`src/vic_pkg.sv`:
```
package vic_pkg;

  // ****************************************************************
  // Vector table geometry
  // ****************************************************************
  localparam int          VIC_NUM_TRAPS     = 8;
  localparam int          VIC_NUM_SRCS      = 118;
  localparam int          VIC_NUM_VECTORS   = 126;
  localparam logic [23:0] VIC_PRIMARY_BASE  = 24'h000004;
  localparam logic [23:0] VIC_SOURCE_BASE   = 24'h000014;
  localparam logic [23:0] VIC_ALT_OFFSET    = 24'h000100;
  localparam logic [23:0] VIC_RESET_ADDR    = 24'h000000;

  // ****************************************************************
  // Register map, byte addresses
  // ****************************************************************
  localparam logic [11:0] VIC_FLAG_BASE     = 12'h000;
  localparam logic [11:0] VIC_ENABLE_BASE   = 12'h020;
  localparam logic [11:0] VIC_PRIO_BASE     = 12'h040;
  localparam logic [11:0] VIC_CTRL_TWO_ADDR = 12'h0c0;
  localparam logic [11:0] VIC_LATCH_ADDR    = 12'h0c4;
  localparam logic [11:0] VIC_TRAP_ADDR     = 12'h0c8;
  localparam logic [11:0] VIC_CORE_IPL_ADDR = 12'h0cc;
  localparam logic [11:0] VIC_IRQ_STAT_ADDR = 12'h0d0;
  localparam logic [11:0] VIC_IRQ_MASK_ADDR = 12'h0d4;
  localparam int          VIC_FLAG_REGS     = 8;
  localparam int          VIC_PRIO_REGS     = 30;
  localparam int          VIC_ALT_BIT       = 15;

  // ****************************************************************
  // Reset values and timing
  // ****************************************************************
  localparam logic [2:0]  VIC_PRIO_RESET    = 3'h4;
  localparam logic [3:0]  VIC_TRAP_LEVEL    = 4'h8;
  localparam logic [1:0]  VIC_ENTRY_CYCLES  = 2'h2;

  // ****************************************************************
  // Handshake states
  // ****************************************************************
  typedef enum logic [2:0] {
    VIC_IDLE = 3'b001,
    VIC_REQ  = 3'b010,
    VIC_ACK  = 3'b100
  } vic_state_t;

endpackage

```
`src/vic_resolver.sv`:
```
`timescale 1ns/1ns
module vic_resolver
  import vic_pkg::*;
#(
  parameter int NSRC = 118
) (
  // Requests
  input  wire logic [NSRC-1:0]   pend_i,
  input  wire logic [3*NSRC-1:0] prio_i,
  input  wire logic [7:0]        trap_i,
  // Winner
  output logic                   valid_o,
  output logic [6:0]             vec_o,
  output logic [3:0]             level_o,
  output logic                   is_trap_o
);

  always_comb begin
    valid_o   = 1'b0;
    vec_o     = 7'h00;
    level_o   = 4'h0;
    is_trap_o = 1'b0;
    // Descending scan with >= keeps the lowest index among equals
    for (int i = NSRC - 1; i >= 0; i--) begin
      if (pend_i[i] && prio_i[3*i +: 3] != 3'h0 &&
          {1'b0, prio_i[3*i +: 3]} >= level_o) begin
        valid_o = 1'b1;
        vec_o   = 7'(i);
        level_o = {1'b0, prio_i[3*i +: 3]};
      end
    end
    // Traps are never masked and outrank any user level
    for (int t = 7; t >= 0; t--) begin
      if (trap_i[t]) begin
        valid_o   = 1'b1;
        vec_o     = 7'(t);
        level_o   = VIC_TRAP_LEVEL;
        is_trap_o = 1'b1;
      end
    end
  end

endmodule

```
`src/vic_top.sv`:
```
// Contract
// - All source requests merge into one request line to the core.
// - Primary vector table starts at word address 000004h.
// - 126 vectors: 8 unmaskable traps then up to 118 sources. Traps here run at level 8, so a CORE_IPL_I of 8 or more holds them off.
// - Each vector entry is a 24-bit routine start address.
// - Among equals the lower vector position wins; vector 0 highest.
// - Seven assignable user levels; arbitration first by level.
// - Same level ties are broken by fixed natural order only.
// - Entry and return take a fixed number of cycles for any vector.
// - Alt select bit 15 of control two moves all fetches to alternate table.
// - Alternate entries lie 100h above primary ones, same order.
// - Reset bypasses the controller; fetch starts at 000000h.
// - Trap n lies at 000004h plus 2n; traps 1-4 named, rest reserved.
// - Source n lies at 000014h plus 2n.
// - Flags set by hardware stay until software clears; enables gate them.
// - Flag, enable and priority fields allotted in vector-number order.
// - Priority field selects eight levels; zero never interrupts.
// - On acceptance latch 7-bit vector and 4-bit new level for reading.
//
// Added by the designer: the AHB-Lite register port and the address map.
`timescale 1ns/1ns
module vic_top
  import vic_pkg::*;
#(
  parameter int NSRC = VIC_NUM_SRCS
) (
  // Clock and reset
  input  wire logic              CORE_CLK_I,
  input  wire logic              RST_B_I,
  // AHB-Lite slave
  input  wire logic              HSEL_I,
  input  wire logic [31:0]       HADDR_I,
  input  wire logic [1:0]        HTRANS_I,
  input  wire logic              HWRITE_I,
  input  wire logic [2:0]        HSIZE_I,
  input  wire logic [31:0]       HWDATA_I,
  input  wire logic              HREADY_I,
  output logic [31:0]            HRDATA_O,
  output logic                   HREADYOUT_O,
  output logic                   HRESP_O,
  // Event sources, one-cycle pulses from same clock
  input  wire logic [NSRC-1:0]   SRC_EVENT_I,
  input  wire logic [7:0]        TRAP_EVENT_I,
  // Core side
  input  wire logic [3:0]        CORE_IPL_I,
  input  wire logic              CORE_ACK_I,
  output logic                   CORE_REQ_O,
  output logic [23:0]            VECTOR_ADDR_O,
  output logic [6:0]             VECTOR_NUM_O,
  output logic                   VECTOR_TRAP_O,
  // Interrupt to system
  output logic                   IRQ_O
);

  // ****************************************************************
  // Storage
  // ****************************************************************
  logic [NSRC-1:0]   flag_r;
  logic [NSRC-1:0]   enable_r;
  logic [3*NSRC-1:0] prio_r;
  logic [7:0]        trap_r;
  logic              alt_r;
  logic [6:0]        acc_vec_r;
  logic [3:0]        acc_lvl_r;
  logic [3:0]        req_lvl_r;
  logic [1:0]        stat_r;
  logic [1:0]        mask_r;
  vic_state_t        state_r;
  logic [1:0]        cnt_r;
  logic              wr_pend_r;
  logic              rd_pend_r;
  logic [11:0]       addr_r;

  function automatic logic [23:0] vec_addr(input logic [6:0] n, input logic trap,
                                          input logic alt);
    logic [23:0] base;
    base = trap ? VIC_PRIMARY_BASE : VIC_SOURCE_BASE;
    return base + {16'h0000, n, 1'b0} + (alt ? VIC_ALT_OFFSET : 24'h000000);
  endfunction

  // ****************************************************************
  // Arbitration
  // ****************************************************************
  wire [NSRC-1:0] pend = flag_r & enable_r;
  logic           win_valid;
  logic [6:0]     win_vec;
  logic [3:0]     win_lvl;
  logic           win_trap;

  vic_resolver #(
    .NSRC (NSRC)
  ) u_resolver (
    .pend_i    (pend),
    .prio_i    (prio_r),
    .trap_i    (trap_r),
    .valid_o   (win_valid),
    .vec_o     (win_vec),
    .level_o   (win_lvl),
    .is_trap_o (win_trap)
  );

  wire want_irq = win_valid && (win_lvl > CORE_IPL_I);

  // ****************************************************************
  // Bus decode
  // ****************************************************************
  wire        take   = HSEL_I && HREADY_I && HTRANS_I[1];
  wire [11:0] wa     = addr_r;
  wire        do_wr  = wr_pend_r;
  wire [31:0] wd     = HWDATA_I;
  wire        in_flg = wa < VIC_ENABLE_BASE;
  wire        in_en  = wa >= VIC_ENABLE_BASE && wa < VIC_PRIO_BASE;
  wire        in_pr  = wa >= VIC_PRIO_BASE && wa < VIC_CTRL_TWO_ADDR;
  wire [4:0]  widx   = 5'(wa[6:2] - (in_en ? 5'h08 : 5'h00));
  wire [4:0]  pidx   = 5'((wa - VIC_PRIO_BASE) >> 2);

  function automatic logic [15:0] slice16(input logic [NSRC-1:0] v, input logic [4:0] k);
    logic [127:0] w;
    w = '0;
    w[NSRC-1:0] = v;
    return w[16*k[2:0] +: 16];
  endfunction

  function automatic logic [15:0] prio16(input logic [3*NSRC-1:0] v, input logic [4:0] k);
    logic [15:0] r;
    r = 16'h0000;
    for (int j = 0; j < 4; j++) begin
      if (4*k + j < NSRC) begin
        r[4*j +: 3] = v[3*(4*k+j) +: 3];
      end
    end
    return r;
  endfunction

  logic [31:0] rd_val;
  always_comb begin
    rd_val = 32'h0000_0000;
    if (in_flg) begin
      rd_val = {16'h0000, slice16(flag_r, widx)};
    end else if (in_en) begin
      rd_val = {16'h0000, slice16(enable_r, widx)};
    end else if (in_pr && pidx < 5'(VIC_PRIO_REGS)) begin
      rd_val = {16'h0000, prio16(prio_r, pidx)};
    end else begin
      case (wa)
        VIC_CTRL_TWO_ADDR: rd_val = {16'h0000, alt_r, 15'h0000};
        VIC_LATCH_ADDR:    rd_val = {20'h00000, acc_lvl_r, 1'b0, acc_vec_r};
        VIC_TRAP_ADDR:     rd_val = {24'h000000, trap_r};
        VIC_CORE_IPL_ADDR: rd_val = {28'h0000000, CORE_IPL_I};
        VIC_IRQ_STAT_ADDR: rd_val = {30'h0, stat_r};
        VIC_IRQ_MASK_ADDR: rd_val = {30'h0, mask_r};
        default:           rd_val = 32'h0000_0000;
      endcase
    end
  end

  // ****************************************************************
  // Flags: hardware set wins over software clear
  // ****************************************************************
  logic [NSRC-1:0] flag_nxt;
  logic [NSRC-1:0] enable_nxt;
  logic [3*NSRC-1:0] prio_nxt;
  always_comb begin
    flag_nxt   = flag_r;
    enable_nxt = enable_r;
    prio_nxt   = prio_r;
    for (int i = 0; i < NSRC; i++) begin
      if (do_wr && in_flg && widx == 5'(i / 16)) begin
        flag_nxt[i] = wd[i % 16];
      end
      if (do_wr && in_en && widx == 5'(i / 16)) begin
        enable_nxt[i] = wd[i % 16];
      end
      if (do_wr && in_pr && pidx == 5'(i / 4)) begin
        prio_nxt[3*i +: 3] = wd[4*(i % 4) +: 3];
      end
    end
    flag_nxt = flag_nxt | SRC_EVENT_I;
  end

  wire accept = (state_r == VIC_REQ) && CORE_ACK_I;
  wire [1:0] ev = {accept, |TRAP_EVENT_I};

  // ****************************************************************
  // Registers
  // ****************************************************************
  always_ff @(posedge CORE_CLK_I or negedge RST_B_I) begin
    if (!RST_B_I) begin
      flag_r    <= '0;
      enable_r  <= '0;
      prio_r    <= {NSRC{VIC_PRIO_RESET}};
      trap_r    <= 8'h00;
      alt_r     <= 1'b0;
      wr_pend_r <= 1'b0;
      rd_pend_r <= 1'b0;
      addr_r    <= 12'h000;
    end else begin
      flag_r    <= flag_nxt;
      enable_r  <= enable_nxt;
      prio_r    <= prio_nxt;
      trap_r    <= (trap_r & ~((do_wr && wa == VIC_TRAP_ADDR) ? wd[7:0] : 8'h00))
                   | TRAP_EVENT_I;
      if (do_wr && wa == VIC_CTRL_TWO_ADDR) begin
        alt_r <= wd[VIC_ALT_BIT];
      end
      wr_pend_r <= take && HWRITE_I;
      rd_pend_r <= take && !HWRITE_I;
      if (take) begin
        addr_r <= HADDR_I[11:0];
      end
    end
  end

  always_ff @(posedge CORE_CLK_I or negedge RST_B_I) begin
    if (!RST_B_I) begin
      stat_r <= 2'h0;
      mask_r <= 2'h0;
      IRQ_O  <= 1'b0;
    end else begin
      stat_r <= (stat_r & ~((do_wr && wa == VIC_IRQ_STAT_ADDR) ? wd[1:0] : 2'h0)) | ev;
      if (do_wr && wa == VIC_IRQ_MASK_ADDR) begin
        mask_r <= wd[1:0];
      end
      IRQ_O <= |(stat_r & mask_r);
    end
  end

  always_ff @(posedge CORE_CLK_I or negedge RST_B_I) begin
    if (!RST_B_I) begin
      HRDATA_O    <= 32'h0000_0000;
      HREADYOUT_O <= 1'b1;
      HRESP_O     <= 1'b0;
    end else begin
      HRDATA_O    <= (take && !HWRITE_I) ? 32'h0000_0000 : rd_val;
      HREADYOUT_O <= !(take && !HWRITE_I);
      HRESP_O     <= 1'b0;
    end
  end

  // ****************************************************************
  // Core handshake, fixed entry latency
  // ****************************************************************
  always_ff @(posedge CORE_CLK_I or negedge RST_B_I) begin
    if (!RST_B_I) begin
      state_r       <= VIC_IDLE;
      cnt_r         <= 2'h0;
      CORE_REQ_O    <= 1'b0;
      VECTOR_ADDR_O <= VIC_RESET_ADDR;
      VECTOR_NUM_O  <= 7'h00;
      VECTOR_TRAP_O <= 1'b0;
      acc_vec_r     <= 7'h00;
      acc_lvl_r     <= 4'h0;
      req_lvl_r     <= 4'h0;
    end else begin
      case (state_r)
        VIC_IDLE: begin
          CORE_REQ_O <= want_irq;
          if (want_irq) begin
            VECTOR_ADDR_O <= vec_addr(win_vec, win_trap, alt_r);
            VECTOR_NUM_O  <= win_vec;
            VECTOR_TRAP_O <= win_trap;
            req_lvl_r     <= win_lvl;
            state_r       <= VIC_REQ;
          end
        end
        VIC_REQ: begin
          if (CORE_ACK_I) begin
            CORE_REQ_O <= 1'b0;
            acc_vec_r  <= VECTOR_NUM_O;
            acc_lvl_r  <= req_lvl_r;
            cnt_r      <= VIC_ENTRY_CYCLES;
            state_r    <= VIC_ACK;
          end
        end
        VIC_ACK: begin
          cnt_r <= cnt_r - 2'h1;
          if (cnt_r == 2'h1) begin
            state_r <= VIC_IDLE;
          end
        end
        default: begin
          state_r    <= VIC_IDLE;
          CORE_REQ_O <= 1'b0;
        end
      endcase
    end
  end

endmodule
```
`config.mk`:
```
export PLATFORM = sky130hd
export DESIGN_NAME = vic_top
export DESIGN_NICKNAME = d
export VERILOG_FILES = /design/src/vic_pkg.sv /design/src/vic_resolver.sv /design/src/vic_top.sv
export SDC_FILE = /design/constraint.sdc
export NUM_CORES = 2
export LEC_CHECK = 0
export BUFFER_PORTS_ARGS = -buffer_cell sky130_fd_sc_hd__buf_2
export CELL_PAD_IN_SITES_DETAIL_PLACEMENT = 0
export CELL_PAD_IN_SITES_GLOBAL_PLACEMENT = 1
export CORE_UTILIZATION = 28
export DETAILED_ROUTE_END_ITERATION = 10
export PLACE_DENSITY = 0.6
export SYNTH_ARGS = -nofsm -noshare
export SYNTH_HDL_FRONTEND = slang
export SYNTH_SLANG_ARGS = --single-unit
```
`constraint.sdc`:
```
create_clock -name CORE_CLK_I -period 417.5 [get_ports CORE_CLK_I]
set_input_delay 20.875 -clock CORE_CLK_I [delete_from_list [all_inputs] [get_ports CORE_CLK_I]]
set_output_delay 20.875 -clock CORE_CLK_I [all_outputs]
set_load 0.02 [all_outputs]
```
Word level (Yosys, flattened, before mapping). Index checks and enable logic that the tools add are counted.

$add $sub $neg: 8. Multiply operators: 4. Order comparisons: 128. Equal/unequal tests: 49. Shifts and indexed selects: 6. Multiplexer cells: 526. Bitwise operators: 10. Reductions and logical operators: 427.

Operator list (number): $shiftx A354 B11 Y3 (3); $mux W7 (126); $mux W3 (125); $reduce_bool A3 Y1 (118); $shiftx A354 B10 Y3 (1); $ge A3 B3 Y1 (117); $logic_and A1 B1 Y1 (297); $shiftx A128 B8 Y16 (2); $mux W1 (253); $and A118 B118 Y118 (1); $or A118 B118 Y118 (1); $lt A32 B7 Y1 const B (3); $mux W32 (3); $pmux W16 S6 (1); $eq A12 B8 Y1 const B (6); $eq A5 B5 Y1 const B (14); $eq A5 B3 Y1 const B (8); $eq A5 B4 Y1 const B (8); $mux W4 (9); $mul A2 B8 Y10 const A (3); $eq A5 B2 Y1 const B (4); $add A7 B2 Y8 const B (2); $mux W16 (1); $ge A12 B6 Y1 const B (1); other kinds (41) (51).

Bits in registers: 703. Input port bits: 205. Output and inout port bits: 68. Word-level logic and storage cells: 1215.

Logic depth before layout (Yosys ltp).
Depth in word-level cells: 366. Depth in mapped cells: 906. Depth with buffers taken out: 903.

Hierarchy. From an unflattened synthesis, not the netlist that was laid out.

Cell total of the unflattened synthesis: 5600. Area, all modules: 53570.1 µm².

By module, submodules not included: vic_top (times used 1, cells an instance 2427, area each 32695.1 µm², seq. area each 16941.2 µm²); vic_resolver (times used 1, cells an instance 3173, area each 20875.0 µm², seq. area each 0.0 µm²).

Worst setup path before layout. Ideal clock, no wire load.

Path type: register to register. Start point: register prio_r[353]. End point: register VECTOR_ADDR_O[7]. Setup time: 0.077 ns. Arrival time: 157.217 ns. Data required time: 417.423 ns. Slack: 260.205 ns. Stages on the path, launching flop included: 870. Clock period less this slack: 157.295 ns. Cells stage by stage: dfstp_2 > nand3_1 > ha_1 > nand2_1 > o21a_1 > nor3_1 > mux2_2 > ha_1 > nand2b_2 > a31o_2 > nand2_1 > o21a_1 > mux2_2 > ha_1 > nand2b_1 > o211ai_1 > o2bb2ai_1 > mux2i_1 > (+834 left out) > ha_1 > nand2b_1 > a21oi_1 > nor2b_1 > o21ai_0 > nand2_1 > nor2_1 > inv_1 > or4b_1 > nor2_1 > ha_1 > nand2_1 > a311oi_1 > a31oi_1 > o31ai_1 > nand4_1 > xnor2_1 > a21oi_1.

Elaborated cells on any way between the ends: 619. Those cells by class: add/sub: 2; order compare: 118; mux: 378; reduce/logical: 121.

RTL lines: from (decl) (line vic_top.sv:60) `logic [3*NSRC-1:0] prio_r;`; from (signal assigned) (line vic_top.sv:191) `prio_r <= {NSRC{VIC_PRIO_RESET}};`; from (signal assigned) (line vic_top.sv:200) `prio_r <= prio_nxt;`; $reduce_bool A3 Y1 (line vic_resolver.sv:25) `if (pend_i[i] && prio_i[3*i +: 3] != 3'h0 &&`; $logic_and A1 B1 Y1 (line vic_resolver.sv:25); $mux W3 * (line vic_resolver.sv:25); $ge A3 B3 Y1 (line vic_resolver.sv:26) `{1'b0, prio_i[3*i +: 3]} >= level_o) begin`; $logic_and A1 B1 Y1 (line vic_resolver.sv:25); $mux W3 (line vic_resolver.sv:25); $ge A3 B3 Y1 (line vic_resolver.sv:26); $logic_and A1 B1 Y1 (line vic_resolver.sv:25); (+342 left out); $mux W3 (line vic_resolver.sv:25); $ge A3 B3 Y1 (line vic_resolver.sv:26); $logic_and A1 B1 Y1 (line vic_resolver.sv:25); $mux W7 * (line vic_resolver.sv:25); $mux W7 * (8 in series) (line vic_resolver.sv:34) `if (trap_i[t]) begin`; via u_resolver.vec_o[3] (line vic_resolver.sv:13) `output logic [6:0] vec_o,`; $add A5 B8 Y9 * (line vic_top.sv:78) `return base + {16'h0000, n, 1'b0} + (alt ? VIC_ALT_OFFSET : 24'h000000);`; $add A9 B9 Y10 * (line vic_top.sv:78); to (signal assigned) (line vic_top.sv:259) `VECTOR_ADDR_O <= vec_addr(win_vec, win_trap, alt_r);`; to (decl) (line vic_top.sv:48) `output logic [23:0] VECTOR_ADDR_O,`.

The timed path passes the listed nets; every way through them passes the cells marked *. A chain may end at the register's enable or synchronous reset.

==> results.toml <==
[logic_synthesis]
yosys.area.top_type = "dfrtp_1"
synth-simple-area-share = 0.195
synth-adder-area-share = 0.0404
synthCells = 5611
yosysMostFrequentCell = "nand2_1"
synth_compound_area_frac = 0.218
synth_commonest_cells = "nand2_1, dfrtp_1, nor2_1, o21ai_0, mux2_2"
ys_ff_latch = 671
synth_top_area_frac = 0.274
synth_edf_count = 0
synth-xor-area-share = 0.00104
seq_area_frac_synth = 0.337
synth.area.top_cells = "dfrtp_1, mux2_2, mux4_2, dfstp_2, nand2_1"
synth_ff_type = "dfrtp_1"
synth.cell_area_um2 = 50300
synthArstFlopShare = 1.00
synth_top_family_by_area = "compound AO/OA/AOI/OAI gates"
yosys_warnings = 0
synth_mux_area_frac = 0.166
synth.avg_cell_area_um2 = 8.97
post_synth_num_cell_types = 123

[placement]
port-buffer-count = 200
gp_congestion = 0.991
dp_hpwl_mm = 181

[global_route]
overflow = 0
gr-usage-met3 = 0.0361
busiest_layer = "met2"
met2_usage = 0.385
grt_pass1_wl_mm = 337
grt.total_usage = 0.258
antenna_found_initial = 10
met1_usage = 0.356
grt_pass1_vias = 43800
grt_max_degree = 165

[sta]
hold_violations = 0
min_period_ns = 191.25
setup_viol = 0
relSlewSlack = 0.0729
clock_skew_ns = 0.0328
drv_slew = 0
tightest_slew_ns = 1.38
hold_ws_ns = 0.481
max_freq_mhz = 5.23
post-route-period-util = 0.458
grt_setup_unrepaired = "false"
setup_tns_ns = 0

[power]
switching_share = 0.315
p_int_uw = 125
finalPower_uw = 183
seqPwrFrac = 0.386
leakage_nw = 24.0
p_switching_uw = 57.6
clockPowerShare = 0.440
combPwrFrac = 0.174
powerDensity_nw_per_um2 = 3.21
ir_drop_mv = 0.00267

[clock_tree]
cts_resized = 0
path_clk_slew_ns = 0.06
clock_latency_ns = 0.73
htreeDepth = 3
cts_tree = "yes"
cts-root-buf = "clkbuf_16"
clockBufferDepth = 3
holdBufCountCts = 0
numClockSinks = 671
numCtsBuffers = 85
postCtsSetupBuffers = 0

[die]
start_util = 0.282
die_area_um2 = 181000
num_rows = 155
die_w_um = 426
core-area_um2 = 178000
dieHeight_um = 426
pin_count = 273

[worst_setup_path]
critical_path.endpoint_type = "register"
start_kind = "register"
path_common_cell = "ha_1"
cpPeakStageDelay_ns = 0.96
path_max_fanout = 11
worstSetupPathType = "register to register"
slowest_stage = "nor4_1"
arrival_ns = 191.83
critPathRequiredTime_ns = 418.08

[cells_and_area]
nFillCells = 18700
post-route-util = 0.319
nNetsFinal = 6074
drive_gt1_frac = 0.207
area_growth_pct = 13.1

[routing]
drc = 0
vias = 47500
post_drt_wl_per_cell_um = 29.3
dr.pass1.iters = 6
first_iter_violations = 5570
drt_wl_total_mm = 239
ant_nets = 0
viasPerCell = 5.81

[run_status]
status = "completed"

[job]
cap_violations = 0

[hold_path]
hp-class = "register to register"
-- final timing paths --
check | from | to | slack (ns) | cells after the start
hold / removal | VECTOR_ADDR_O[3]$_DFFE_PN0P_ | VECTOR_ADDR_O[3]$_DFFE_PN0P_ | 0.48 | 1
setup / recovery | flag_r[117]$_DFF_PN0_ | VECTOR_ADDR_O[7]$_DFFE_PN0P_ | 226.25 | 893
max in group asynchronous | RST_B_I | prio_r[226]$_DFFE_PN0P_ | 394.46 | 4
hold reg to reg | VECTOR_ADDR_O[3]$_DFFE_PN0P_ | VECTOR_ADDR_O[3]$_DFFE_PN0P_ | 0.48 | 1
setup reg to reg | flag_r[117]$_DFF_PN0_ | VECTOR_ADDR_O[7]$_DFFE_PN0P_ | 226.25 | 866
min in group asynchronous | RST_B_I | prio_r[303]$_DFFE_PN0P_ | 20.21 | 1
-- cell type report --
type,count,area [um^2],area share
tap,2355,2950,0.0518
antenna,7,17.5,0.000308
multi-input combinational,4440,31400,0.552
inverter,260,976,0.0171
timing repair buffer,279,1650,0.0291
sequential,671,17000,0.298
clock inverter,45,579,0.0102
clock buffer,114,2400,0.0421
-- metrics by stage --
stage	cells	worst slack, ns	area [um^2]
2_1_floorplan	5642	260.21	50400
3_3_place_gp	8005	229.78	53900
3_5_place_dp	8005	229.19	53900
4_1_cts	8164	228.54	56900
5_1_grt	8165	210.97	56900
6_report	8171	226.25	56900
-- power groups by stage --
| stage | sequential [mW] | clock, mW | combinational, mW |
|---|---|---|---|
| 2_1_floorplan | 0.0696 | 0 | 0.0193 |
| 3_3_place_gp | 0.0715 | 0 | 0.0312 |
| 3_5_place_dp | 0.0716 | 0 | 0.0313 |
| 4_1_cts | 0.0704 | 0.0817 | 0.0314 |
| 5_1_grt | 0.0708 | 0.0842 | 0.0334 |
| 6_report | 0.0706 | 0.0803 | 0.0319 |
-- flip-flops by register name, summed over array words and instances (netlist names) --
name	count
stat_r	2
acc_lvl_r	4
IRQ_O	1
mask_r	2
acc_vec_r	7
flag_r	118
trap_r	8
cnt_r	2
VECTOR_ADDR_O	8
do_wr	1
state_r	3
HREADYOUT_O	1
HRDATA_O	16
alt_r	1
enable_r	118
prio_r	354
VECTOR_TRAP_O	1
addr_r	12
req_lvl_r	4
CORE_REQ_O	1
VECTOR_NUM_O	7
-- layout by cell type (no fill, tap or decap), types with 82 or more instances in the layout --
cell type	Yosys	routed
buf_2	8	194
and2_1	82	82
nor2b_1	135	134
ha_1	132	132
a21oi_1	290	290
and3_1	85	85
dfrtp_1	551	547
inv_1	258	258
clkbuf_16	0	86
nand2b_1	143	143
a31oi_1	94	94
mux4_2	150	150
nand3_1	189	189
o21ai_0	378	378
mux2_2	374	374
nor3_1	96	93
nand2_1	673	673
dfstp_2	120	120
a211o_1	105	105
nor2_1	437	431
-- critical path, delay by kind of cell (launching register included) --
kind,cells,cell delay (ns)
AO/OA/AOI/OAI,385,90.16
XOR/XNOR,1,0.23
adder cells (fa/ha/maj),140,39.47
buffers and inverters,22,2.13
flip-flops,1,0.59
multiplexers,27,10.33
AND/OR/NAND/NOR,318,53.19
-- metal layers --
metal / wire [um] / vias up
li1: - / 21100
met1: 104000 / 23900
met4: 15400 / 4
met2: 103000 / 2050
met5: 28 / -
met3: 17000 / 425
-- cells by family after synthesis --
family | after synthesis
AND/OR/NAND/NOR | 2039
AO/OA/AOI/OAI | 1598
flip-flops | 671
multiplexers | 595
buffers and inverters | 531
adder cells (fa/ha/maj) | 170
XOR/XNOR | 6
other | 1
No activity file was read; power rests on OpenSTA's default activity.
